--- src/logic/drive_timing_pkg.sv ---
// drive timing selection: shared constants and carrier types
// assumes one 100 MHz pci clock domain and a configuration write port
package drive_timing_pkg;
  // configuration space offsets; the master register placement is our own choice
  localparam logic [7:0] SLAVE_TIMING_OFS = 8'h44;
  localparam logic [7:0] MASTER_TIMING_OFS = 8'h40;
  localparam logic [7:0] SLAVE_TIMING_RST = 8'h00;
  localparam logic [15:0] MASTER_TIMING_RST = 16'h0000;
  // master register field positions
  localparam int FAST_SEL_DRV0_BIT = 0;
  localparam int READY_EN_DRV0_BIT = 1;
  localparam int PREFETCH_DRV0_BIT = 2;
  localparam int DMA_ONLY_DRV0_BIT = 3;
  localparam int FAST_SEL_DRV1_BIT = 4;
  localparam int READY_EN_DRV1_BIT = 5;
  localparam int PREFETCH_DRV1_BIT = 6;
  localparam int DMA_ONLY_DRV1_BIT = 7;
  localparam int MASTER_RECOV_LSB = 8;
  localparam int MASTER_SAMPLE_LSB = 12;
  localparam int SLAVE_REG_EN_BIT = 14;
  // slave register field positions
  localparam int SLAVE_RECOV_LSB = 4;
  localparam int SLAVE_SAMPLE_LSB = 6;
  // drive-select bit inside the device/head register
  localparam int DRIVE_SEL_BIT = 4;
  // base clock counts: encoding 00 gives the largest count
  localparam logic [2:0] SAMPLE_BASE_CLKS = 3'h5;
  localparam logic [2:0] RECOV_BASE_CLKS = 3'h4;

  typedef enum logic [1:0] {
    PATH_COMPAT16 = 2'h0,
    PATH_COMPAT8 = 2'h1,
    PATH_FAST = 2'h2
  } timing_path_t;

  // one access into the enabled io range
  typedef struct packed {
    logic valid;
    logic data_port;
    logic dma;
    logic is_write;
  } access_req_t;

  // decision handed to the strobe engine
  typedef struct packed {
    timing_path_t path;
    logic sample_ready;
    logic prefetch_post;
    logic [2:0] sample_clks;
    logic [2:0] recov_clks;
  } timing_sel_t;
endpackage

--- src/logic/ide_drive_timing_select.sv ---
// per-drive timing selection for one ide channel (secondary channel)
// assumes config writes and io accesses are synchronous to sys_clk
`timescale 1ns/100ps
`default_nettype none

module ide_drive_timing_select
  import drive_timing_pkg::*;
(
  // clock and asynchronous reset
  input wire logic sys_clk,
  input wire logic rst,
  // configuration register port
  input wire logic cfg_wr,
  input wire logic [7:0] cfg_addr,
  input wire logic [15:0] cfg_wdata,
  input wire logic [1:0] cfg_be,
  output logic [15:0] cfg_rdata,
  // snooped device/head register write
  input wire logic io_wr_drive_head,
  input wire logic [7:0] io_wdata,
  // access qualifiers and cable ready level
  input wire access_req_t acc,
  input wire logic ready_pin,
  // timing decision for the strobe engine
  output timing_sel_t sel,
  output logic ready_int,
  output logic drive_sel
);

  // whole module state
  typedef struct packed {
    logic [15:0] master_q;
    logic [7:0] slave_q;
    logic drive_q;
    timing_sel_t sel_q;
  } state_t;

  state_t s_q, s_d;

  // encoding 00 gives the base count, each step one clock less
  function automatic logic [2:0] enc_clks(input logic [2:0] base, input logic [1:0] code);
    enc_clks = base - {1'b0, code};
  endfunction

  // working values for the decision
  logic fast_sel, dma_only, ready_en, pf_en, use_slave;
  logic [1:0] sp_code, rc_code;

  // next-state logic
  always_comb begin
    s_d = s_q;
    // configuration writes, byte enabled
    if (cfg_wr && cfg_addr == MASTER_TIMING_OFS) begin
      if (cfg_be[0]) begin
        s_d.master_q[7:0] = cfg_wdata[7:0];
      end
      if (cfg_be[1]) begin
        s_d.master_q[15:8] = cfg_wdata[15:8];
      end
    end
    if (cfg_wr && cfg_addr == SLAVE_TIMING_OFS && cfg_be[0]) begin
      s_d.slave_q = cfg_wdata[7:0];
    end
    // snoop the drive-select copy from the device/head register
    if (io_wr_drive_head) begin
      s_d.drive_q = io_wdata[DRIVE_SEL_BIT];
    end
    // decisions read registered values, so a write applies from the next access on
    // per-drive bits for the currently selected drive
    if (s_q.drive_q) begin
      fast_sel = s_q.master_q[FAST_SEL_DRV1_BIT];
      dma_only = s_q.master_q[DMA_ONLY_DRV1_BIT];
      ready_en = s_q.master_q[READY_EN_DRV1_BIT];
      pf_en = s_q.master_q[PREFETCH_DRV1_BIT];
    end else begin
      fast_sel = s_q.master_q[FAST_SEL_DRV0_BIT];
      dma_only = s_q.master_q[DMA_ONLY_DRV0_BIT];
      ready_en = s_q.master_q[READY_EN_DRV0_BIT];
      pf_en = s_q.master_q[PREFETCH_DRV0_BIT];
    end
    // slave values only when enabled and drive 1 is selected
    use_slave = s_q.master_q[SLAVE_REG_EN_BIT] && s_q.drive_q;
    if (use_slave) begin
      sp_code = s_q.slave_q[SLAVE_SAMPLE_LSB +: 2];
      rc_code = s_q.slave_q[SLAVE_RECOV_LSB +: 2];
    end else begin
      sp_code = s_q.master_q[MASTER_SAMPLE_LSB +: 2];
      rc_code = s_q.master_q[MASTER_RECOV_LSB +: 2];
    end
    // reads and writes share one prefetch/posting enable, so is_write needs no decode
    // decision latched on each access
    if (acc.valid) begin
      if (!acc.data_port) begin
        s_d.sel_q.path = PATH_COMPAT8;
      end else if (fast_sel && (acc.dma || !dma_only)) begin
        s_d.sel_q.path = PATH_FAST;
      end else begin
        s_d.sel_q.path = PATH_COMPAT16;
      end
      s_d.sel_q.prefetch_post = pf_en && acc.data_port;
      s_d.sel_q.sample_ready = ready_en;
      s_d.sel_q.sample_clks = enc_clks(SAMPLE_BASE_CLKS, sp_code);
      s_d.sel_q.recov_clks = enc_clks(RECOV_BASE_CLKS, rc_code);
    end
  end

  // state register; reset gives compatible timing everywhere
  always_ff @(posedge sys_clk or posedge rst) begin
    if (rst) begin
      s_q <= '{MASTER_TIMING_RST, SLAVE_TIMING_RST, 1'b0,
               '{PATH_COMPAT16, 1'b0, 1'b0, SAMPLE_BASE_CLKS, RECOV_BASE_CLKS}};
    end else begin
      s_q <= s_d;
    end
  end

  // forced-asserted ready when sampling is off for this access
  // the cable level passes only while the last access enabled sampling
  assign ready_int = s_q.sel_q.sample_ready ? ready_pin : 1'b1;
  assign sel = s_q.sel_q;
  assign drive_sel = s_q.drive_q;

  // read mux; unmapped offsets read zero
  // combinational, so the host sees a write from the next cycle on
  always_comb begin
    if (cfg_addr == MASTER_TIMING_OFS) begin
      cfg_rdata = s_q.master_q;
    end else if (cfg_addr == SLAVE_TIMING_OFS) begin
      cfg_rdata = {8'h00, s_q.slave_q};
    end else begin
      cfg_rdata = 16'h0000;
    end
  end

  // path selection, checked one cycle after the access is taken
  a_nondata_compat8: assert property (@(posedge sys_clk) disable iff (rst)
    acc.valid && !acc.data_port |=> sel.path == PATH_COMPAT8)
    else $error("non-data access not on 8-bit path");
  a_drv0_fast_off: assert property (@(posedge sys_clk) disable iff (rst)
    acc.valid && acc.data_port && !drive_sel && !s_q.master_q[FAST_SEL_DRV0_BIT]
    |=> sel.path == PATH_COMPAT16)
    else $error("drive0 fast off not compat16");
  a_drv0_fast_on: assert property (@(posedge sys_clk) disable iff (rst)
    acc.valid && acc.data_port && !drive_sel && s_q.master_q[FAST_SEL_DRV0_BIT]
    && !s_q.master_q[DMA_ONLY_DRV0_BIT] |=> sel.path == PATH_FAST)
    else $error("drive0 fast on not fast");
  a_drv0_dma_only: assert property (@(posedge sys_clk) disable iff (rst)
    acc.valid && acc.data_port && !drive_sel && s_q.master_q[DMA_ONLY_DRV0_BIT]
    |=> sel.path == (($past(acc.dma) && $past(s_q.master_q[FAST_SEL_DRV0_BIT]))
    ? PATH_FAST : PATH_COMPAT16))
    else $error("drive0 dma-only misapplied");
  a_drv1_path: assert property (@(posedge sys_clk) disable iff (rst)
    acc.valid && acc.data_port && drive_sel && !acc.dma && s_q.master_q[DMA_ONLY_DRV1_BIT]
    |=> sel.path == PATH_COMPAT16)
    else $error("drive1 pio with dma-only went fast");
  a_drv1_fast_on: assert property (@(posedge sys_clk) disable iff (rst)
    acc.valid && acc.data_port && drive_sel && s_q.master_q[FAST_SEL_DRV1_BIT]
    && !s_q.master_q[DMA_ONLY_DRV1_BIT] |=> sel.path == PATH_FAST)
    else $error("drive1 fast on not fast");
  a_dma_fast: assert property (@(posedge sys_clk) disable iff (rst)
    acc.valid && acc.data_port && acc.dma && !drive_sel && s_q.master_q[FAST_SEL_DRV0_BIT]
    |=> sel.path == PATH_FAST)
    else $error("drive0 dma not fast");
  // per-access attributes
  a_prefetch_drv0: assert property (@(posedge sys_clk) disable iff (rst)
    acc.valid && acc.data_port && !drive_sel |=>
    sel.prefetch_post == $past(s_q.master_q[PREFETCH_DRV0_BIT]))
    else $error("drive0 prefetch mismatch");
  a_prefetch_nondata: assert property (@(posedge sys_clk) disable iff (rst)
    acc.valid && !acc.data_port |=> !sel.prefetch_post)
    else $error("prefetch set on a non-data access");
  // internal ready: forced when off, the cable level when on
  a_ready_forced: assert property (@(posedge sys_clk) disable iff (rst)
    !sel.sample_ready |-> ready_int)
    else $error("ready not forced");
  a_ready_follows: assert property (@(posedge sys_clk) disable iff (rst)
    sel.sample_ready |-> ready_int == ready_pin)
    else $error("ready not taken from the cable");
  // clock counts from the master or the slave register
  a_slave_ignored: assert property (@(posedge sys_clk) disable iff (rst)
    acc.valid && !s_q.master_q[SLAVE_REG_EN_BIT] |=>
    sel.sample_clks == SAMPLE_BASE_CLKS - {1'b0, $past(s_q.master_q[MASTER_SAMPLE_LSB +: 2])})
    else $error("slave register used while disabled");
  a_slave_recov_off: assert property (@(posedge sys_clk) disable iff (rst)
    acc.valid && !s_q.master_q[SLAVE_REG_EN_BIT] |=>
    sel.recov_clks == RECOV_BASE_CLKS - {1'b0, $past(s_q.master_q[MASTER_RECOV_LSB +: 2])})
    else $error("slave recovery used while disabled");
  a_slave_sample: assert property (@(posedge sys_clk) disable iff (rst)
    acc.valid && drive_sel && s_q.master_q[SLAVE_REG_EN_BIT] |=>
    sel.sample_clks == SAMPLE_BASE_CLKS - {1'b0, $past(s_q.slave_q[SLAVE_SAMPLE_LSB +: 2])}
    && sel.recov_clks == RECOV_BASE_CLKS - {1'b0, $past(s_q.slave_q[SLAVE_RECOV_LSB +: 2])})
    else $error("slave timing wrong");
  a_master_recov: assert property (@(posedge sys_clk) disable iff (rst)
    acc.valid && !drive_sel |=>
    sel.recov_clks == RECOV_BASE_CLKS - {1'b0, $past(s_q.master_q[MASTER_RECOV_LSB +: 2])})
    else $error("master recovery not applied to drive0");
  // drive-select copy follows the snooped device/head write
  a_snoop_copy: assert property (@(posedge sys_clk) disable iff (rst)
    io_wr_drive_head |=> drive_sel == $past(io_wdata[DRIVE_SEL_BIT]))
    else $error("drive-select copy not taken");
  // main scenarios
  c_fast_access: cover property (@(posedge sys_clk) sel.path == PATH_FAST);
  c_compat8_access: cover property (@(posedge sys_clk) sel.path == PATH_COMPAT8);
  c_slave_used: cover property (@(posedge sys_clk)
    acc.valid && drive_sel && s_q.master_q[SLAVE_REG_EN_BIT]);
  c_ready_sampled: cover property (@(posedge sys_clk) sel.sample_ready && !ready_pin);
  c_dma_only_pio: cover property (@(posedge sys_clk)
    acc.valid && acc.data_port && !acc.dma && !drive_sel
    && s_q.master_q[DMA_ONLY_DRV0_BIT] && s_q.master_q[FAST_SEL_DRV0_BIT]);

endmodule

`default_nettype wire

--- config.mk ---
export PLATFORM = sky130hd
export DESIGN_NAME = ide_drive_timing_select
export DESIGN_NICKNAME = d
export VERILOG_FILES = /design/src/logic/drive_timing_pkg.sv /design/src/logic/ide_drive_timing_select.sv
export SDC_FILE = /design/constraint.sdc
export NUM_CORES = 1
export LEC_CHECK = 0
export BUFFER_PORTS_ARGS = -buffer_cell sky130_fd_sc_hd__buf_2
export CAP_MARGIN = 15
export CORE_AREA = 5 5 73 68
export DETAILED_ROUTE_END_ITERATION = 10
export DIE_AREA = 0 0 78 73
export HOLD_SLACK_MARGIN = 0.06
export PLACE_DENSITY_LB_ADDON = 0.1
export REMOVE_ABC_BUFFERS = 1
export SYNTH_ARGS = -nofsm -noshare
export SYNTH_HDL_FRONTEND = slang
export SYNTH_SLANG_ARGS = --single-unit
--- constraint.sdc ---
create_clock -name sys_clk -period 1.8 [get_ports sys_clk]
set_input_delay 0.18 -clock sys_clk [delete_from_list [all_inputs] [get_ports sys_clk]]
set_output_delay 0.18 -clock sys_clk [all_outputs]
set_load 0.05 [all_outputs]
Word level (Yosys, flattened, before mapping)

Index checks and enable logic that the tools add are counted.

Register bits after elaboration: 35
Input port bits: 43

Add/subtract/negate cells: 2
Eq/ne operators: 2
Mux-type cells: 11
Reductions and logical operators: 10

Operators by type and width:

| cell                                                | number |
|---|---|
| equality test 8 x 7 -> 1 bit, second input constant | 2 |
| 2-to-1 mux 16 bit                                   | 1 |
| 2-to-1 mux 2 bit                                    | 4 |
| 2-to-1 mux 8 bit                                    | 1 |
| logical AND 1 bit                                   | 6 |
| subtractor 3 x 2 -> 3 bit, first input constant     | 2 |
| 2-to-1 mux 1 bit                                    | 5 |
| AND reduction 2 bit                                 | 2 |
| zero test 1 bit                                     | 1 |
| logical OR 1 bit                                    | 1 |

Longest topological paths before layout

Gate-level depths: netlist of run 1.

Depth in word-level cells: 6
Mapped depth: 5

Worst setup path after synthesis of run 1

Ideal clock, no wire load.

Path type: reg2reg
Start: register s_q (netlist bit drive_sel)
End: register s_q (netlist bit sel[1])
Library setup time: 0.125 ns
Arrival: 1.765 ns
Data required time: 1.675 ns
Slack: -0.090 ns
Cell stages (with the launch flop): 6
Path buffers: 1
Period minus slack after synthesis: 1.890 ns
Cells stage by stage: dfrtp_1 clkbuf_1 nand2_1 mux2i_1 ha_1 mux2_2

Word-level cells in the longest chain between the ends: 3

Ends and longest elaborated chain:

| item                      | line                           | source |
|---|---|---|
| start, declared           | ide_drive_timing_select.sv:38  | `state_t s_q, s_d;` |
| start signal, assigned    | ide_drive_timing_select.sv:110 | `s_q <= '{MASTER_TIMING_RST, SLAVE_TIMING_RST, 1'b0,` |
| logical AND 1 bit         | ide_drive_timing_select.sv:82  | `use_slave = s_q.master_q[SLAVE_REG_EN_BIT] && s_q.drive_q;` |
| 2-to-1 mux 2 bit          | ide_drive_timing_select.sv:83  | `if (use_slave) begin` |
| subtractor 3 x 2 -> 3 bit | ide_drive_timing_select.sv:42  | `enc_clks = base - {1'b0, code};` |

Every way passes these cells.
A chain may end at the register's enable or synchronous reset.

Final worst setup path of run 1

Start: input port cfg_addr[1]
End: output port cfg_rdata[11]

Word-level cells in the longest chain between the ends: 2

Ends and longest elaborated chain:

| item                         | line                           | source |
|---|---|---|
| start, declared              | ide_drive_timing_select.sv:14  | `input wire logic [7:0] cfg_addr,` |
| equality test 8 x 7 -> 1 bit | ide_drive_timing_select.sv:126 | `if (cfg_addr == MASTER_TIMING_OFS) begin` |
| 2-to-1 mux 16 bit            | ide_drive_timing_select.sv:126 |  |
| end, declared                | ide_drive_timing_select.sv:17  | `output logic [15:0] cfg_rdata,` |

Every way passes these cells.

==> results of run 1 <==
[final cells by class]
cell class / count / area (um2)
multi-input combinational: 87 / 778
sequential: 35 / 880
clock inverter: 1 / 7.51
tap: 50 / 62.6
clock buffer: 7 / 96.3
timing repair buffer: 68 / 383
fill: 386 / 2000
inverter: 5 / 18.8
[how the worst max path moves through the flow]
stage                     slack [ns]  cells after the start        start             to
final                           0.15                      6  cfg_addr[1]  cfg_rdata[11]
after detailed placement        0.12                      6  cfg_addr[5]        s_q[24]
after global placement          0.14                      6  cfg_addr[5]        s_q[23]
after floorplan                -0.02                      4    drive_sel         sel[1]
after global routing            0.09                      6  cfg_addr[1]   cfg_rdata[9]
after CTS                       0.14                      6  cfg_addr[1]  cfg_rdata[12]
[timing repair]
item / CTS / global route
endpoints found under the setup margin: 0 / 0
hold buffers: 1 / 0
endpoints found under the hold margin: 32 / 0
[flip-flops by register name (all words and copies together), names as in the netlist]
signal,cells
drive_sel,1
sel,10
s_q,24
[critical path, stage by stage]
cell and delay, ns:
buf_2 0.11, or3_4 0.42, nor3b_4 0.21, buf_4 0.17, and2_2 0.13, buf_2 0.25
[placed cells by master (no fill, tap or decap), types with 5 or more instances in the layout]
cell       n
inv_1      5
dfrtp_1   32
clkbuf_8   7
buf_2     62
mux2_2    20
mux2i_1   13
nor2_1    10
mux2_4     8
nand2_1    5
and2_2     8
[cells by family after synthesis]
family	share of synthesized area, %
AOI/OAI and AO/OA	3.51
adders and majority gates	0.701
buffers and inverters	7.08
DFF	49.3
muxes	26.6
and+or+nand+nor	12.8
[per-layer routing]
metal	track usage, %	part of all wire [%]	vias to the layer above
li1	-	-	597
met1	16.8	42	588
met2	24.6	49	41
met3	5.31	7.6	6
met4	4.50	1.5	0
met5	0	0	-
[power by group]
| part | leakage (nW) | total, W | internal (W) | switching [W] |
|---|---|---|---|---|
| clock network | 0.0505 | 0.000628 | 0.000348 | 0.000280 |
| registers | 0.467 | 0.000836 | 0.000818 | 0.0000181 |
| logic | 0.645 | 0.000211 | 0.0000814 | 0.000130 |
[stage by stage]
step                      power (W)  cell area, um2  setup TNS [ns]
after floorplan            0.000972            1680         -0.0205
after global placement      0.00106            2110               0
after detailed placement    0.00106            2110               0
after CTS                   0.00170            2230               0
after global routing        0.00175            2230               0
final                       0.00167            2230               0
==> run summary, run 1 <==
outcome: completed
Reg2Reg Depth: 4
most frequent cell after synthesis: dfrtp_1
post-synth top area share: 44.9%
unrepaired setup endpoints after global routing: false
DR vias: 1232
global route total overflow: 0
CP Class: input port to output pin
IR drop worst, VDD: 0.378 mV
Slew Limit Fails: 0
critical hold path startpoint: cfg_wdata[11]
clock tree root driver cell: clkbuf_8
TritonCTS Sinks: 35
Cell Area, Synth: 1780 um2
TritonRoute pass-1 iters: 4
fmax: 607 MHz
Ys Warns: 0
worst reg2reg path endpoint: sel[1]
Post-synth EDFFs: 0
WL final: 3800 um
Syn-to-layout area delta: 24.8%
Worst Path Required: 1.62 ns
port bufs: 62
die height: 73 um
H-tree lvl count: 2
CTS Buf Count: 5
leak pwr: 1.16 nW
CTS Buffer Depth: 2
Syn Area/Cell: 12.7 um2
reg-to-reg setup timing slack: 0.27 ns
Die W: 78 um
Worst Path Arrival: 1.47 ns
I/O Pins: 71
maximum number of pins on one net before global-route repair: 36
RR Startpoint: s_q[33]
part of the cycle the worst path needs: 91.5%
Worst Tran Pin Value: 0.452 ns
Synth area leader: dfrtp_1
vias per cell: 4.87
Post-synth top flop: dfrtp_1
DIE AREA: 5690 um2
final core utilization: 52.6%
number of synthesized register bits: 35
post-CTS setup buffers: 0
post_cts resized: 0
asr flop ratio synth: 100%
Max FO, Critical Path: 8
crit end category: output pin
initial core utilization: 42.2%
Synth top cells by count: dfrtp_1 (32), mux2_2 (20), mux2i_1 (13)
Setup WS post-layout: 0.153 ns
worst hold stages: 2
Final ANT Viol Nets: 0
GRT Total Usage: 14.4%
Final Critical Period: 1.65 ns
final hold violations: 0
Clock transition at path regs: 0.07 ns
initial antenna violation count: 0
Worst Hold End: s_q[30]
Non-Filler Instances: 253
dpl ws: 0.117 ns
sequential area share after synthesis: 49.3%
Clock Latency Late Sink: 0.29 ns
Final setup viols: 0
RePlAce Congestion: 0.730
detailed placement HPWL: 2940 um
TritonCTS clock tree: done
Synth Instances: 141
CORE AREA: 4230 um2
cell count after placement: 244
Power Dens Cells: 752 nW/um2
Setup crit start kind: input port
final net count: 246
layout cells sized above 1: 59.6%
drt drc: 0
vias in the first global route: 1331
synth top area cells: dfrtp_1 (45%), mux2_2 (13%), mux2i_1 (7.3%)
Rel. slew slack: 69.9%
Yosys cell types: 30
num rows: 23
Ant. Diodes: 0
initial DRC count: 30
first-pass GRT wire length: 6400 um
Routed wire per std cell: 15.0 um
WHS: 0.126 ns
Final Skew: 0.00664 ns
Hold Crit Class: input port to register
Max Cap Viol: 0
Power figures use the tool's default switching activity.
==> run 2, diff against run 1 <==
--- a/config.mk
+++ b/config.mk
@@ -7,9 +7,11 @@
 export LEC_CHECK = 0
 export BUFFER_PORTS_ARGS = -buffer_cell sky130_fd_sc_hd__buf_2
 export CAP_MARGIN = 15
-export CORE_AREA = 5 5 73 68
+export CELL_PAD_IN_SITES_DETAIL_PLACEMENT = 1
+export CELL_PAD_IN_SITES_GLOBAL_PLACEMENT = 2
+export CORE_AREA = 5 5 88 82
 export DETAILED_ROUTE_END_ITERATION = 10
-export DIE_AREA = 0 0 78 73
+export DIE_AREA = 0 0 93 87
 export HOLD_SLACK_MARGIN = 0.06
 export PLACE_DENSITY_LB_ADDON = 0.1
 export REMOVE_ABC_BUFFERS = 1
==> run 2 against run 1 <==
Effect of this change: sequential share of layout area decreased by 0.15 points; count of clock-buffer cells in the layout did not move; worst setup slack got worse by 0.0051 ns; critical path depth stayed put; non-clock buffer count unchanged; clock power fell by 13%; core utilization shrank 17 points; first-iteration DRC count grew 3.3%; final cell count increased by 9.9%; critical path type unchanged; critical endpoint is now cfg_rdata[14].
==> run summary, run 2 (synthesis gave the netlist of run 1 again) <==
Power Dens Cells: 714 nW/um2
H-tree lvl count: 2
Setup WS post-layout: 0.148 ns
worst reg2reg path endpoint: sel[1]
fmax: 605 MHz
final instance area: 2230 um2
Setup crit start kind: input port
Largest Register: s_q
I/O Pins: 71
Gate power share: 13.5%
Slew Limit Fails: 0
leak pwr: 1.15 nW
Max Cap Viol: 0
drt drc: 0
clock share of power: 34.1%
maximum number of pins on one net before global-route repair: 36
first-pass GRT wire length: 7210 um
most frequent cells in the layout: buf_2 (62), dfrtp_1 (32), mux2_2 (20)
P_sw: 0.000424 W
Rel. slew slack: 69.2%
part of the cycle the worst path needs: 91.8%
RePlAce Congestion: 0.698
Final Critical Period: 1.65 ns
Critical Path End: cfg_rdata[14]
IR drop worst, VDD: 0.376 mV
CORE AREA: 6310 um2
DIE AREA: 8090 um2
Hold Crit Class: input port to register
commonest non-fill, non-tap cell in the layout: buf_2
clock tree root driver cell: clkbuf_8
initial DRC count: 31
Syn-to-layout area delta: 25.2%
outcome: completed
Final Skew: 0.00567 ns
Worst Path Arrival: 1.47 ns
CTS Buf Count: 5
Flop pwr share: 52.5%
crit path launch: cfg_addr[1]
die height: 87 um
layout cells sized above 1: 58.6%
crit end category: output pin
post_cts resized: 0
Net Sw Frac: 26.6%
DR vias: 1255
Worst Path Required: 1.62 ns
Routed wire per std cell: 16.3 um
CTS Buffer Depth: 2
TritonRoute pass-1 iters: 2
Final ANT Viol Nets: 0
initial core utilization: 28.3%
WL final: 4530 um
RR Startpoint: s_q[33]
unrepaired setup endpoints after global routing: false
initial antenna violation count: 0
Ant. Diodes: 0
max reg flops: 24
global route total overflow: 0
Post-Place Cell Area: 2140 um2
Reg2Reg Depth: 4
CP Class: input port to output pin
port bufs: 62
vias per cell: 4.51
dpl ws: 0.0450 ns
final hold violations: 0
internal power: 0.00117 W
Final setup viols: 0
Clock transition at path regs: 0.07 ns
final net count: 246
GRT Total Usage: 11.6%
post-CTS setup buffers: 0
Worst Tran Pin Value: 0.462 ns
Clock Latency Late Sink: 0.28 ns
TritonCTS Sinks: 35
Die W: 93 um
TritonCTS clock tree: done
reg-to-reg setup timing slack: 0.28 ns
num rows: 28
total power: 0.00160 W
Max FO, Critical Path: 8
fillers: 732
vias in the first global route: 1444
detailed placement HPWL: 3530 um
-- run 2: changes by cell type in the layout (fill, tap and decap cells not counted), sizes merged --
cell	before	now
clkinvlp	1	0
clkinv	0	1
-- run 2: what timing repair did --
item / 4_1_cts / 5_1_grt
endpoints found under the setup margin: 0 / 0
hold buffers: 1 / 0
hold endpoints to repair: 32 / 0
-- run 2: final cells by class --
cell class,instances,area (um2),share of cell area [%]
Clock buffer,7,76.3,3.42
Clock inverter,1,5.00,0.224
Inverter,5,18.8,0.840
Multi-Input combinational cell,87,778,34.8
Sequential cell,35,880,39.4
Tap cell,75,93.8,4.20
Timing Repair Buffer,68,383,17.1
-- run 2: critical path: stages --
cell and delay, ns:
buf_2 0.11, or3_4 0.41, nor3b_4 0.21, buf_4 0.17
and2_2 0.14, buf_2 0.25
-- run 2: worst min path at each step --
stage,slack (ns),cells after the start,from,endpoint
finish,0.13,2,cfg_wdata[10],s_q[29]
global route,0.13,2,cfg_wdata[9],s_q[28]
CTS,0.12,2,cfg_wdata[10],s_q[29]
detailed placement,0.32,3,rst,sel[4]
global placement,0.30,3,rst,sel[4]
floorplan,0.25,1,acc[3],sel[5]
-- run 2: routing by layer --
layer	wire, um	track usage (%)	share of wire, %	vias to the layer above
met2	2330	20.6	51	36
met1	1970	13.5	43	614
met3	190	3.11	4.2	5
met5	0	0	0	-
li1	-	-	-	600
met4	44	3.86	0.97	0
-- run 2: metrics by stage --
stage | cells | util, % | hold WS [ns] | setup TNS [ns]
floorplan | 127 | - | 0.254 | -0.0205
global placement | 269 | 34.0 | 0.305 | 0
detailed placement | 269 | 34.0 | 0.318 | 0
CTS | 278 | 35.4 | 0.124 | 0
global route | 278 | 35.4 | 0.125 | 0
finish | 278 | 35.4 | 0.135 | 0
-- run 2: power groups by stage --
stage | sequential [W] | clock [W] | combinational [W]
5_1_grt | 0.000840 | 0.000607 | 0.000234
4_1_cts | 0.000837 | 0.000568 | 0.000221
6_report | 0.000837 | 0.000544 | 0.000215
3_3_place_gp | 0.000850 | 0 | 0.000211
2_1_floorplan | 0.000903 | 0 | 0.0000683
3_5_place_dp | 0.000852 | 0 | 0.000219
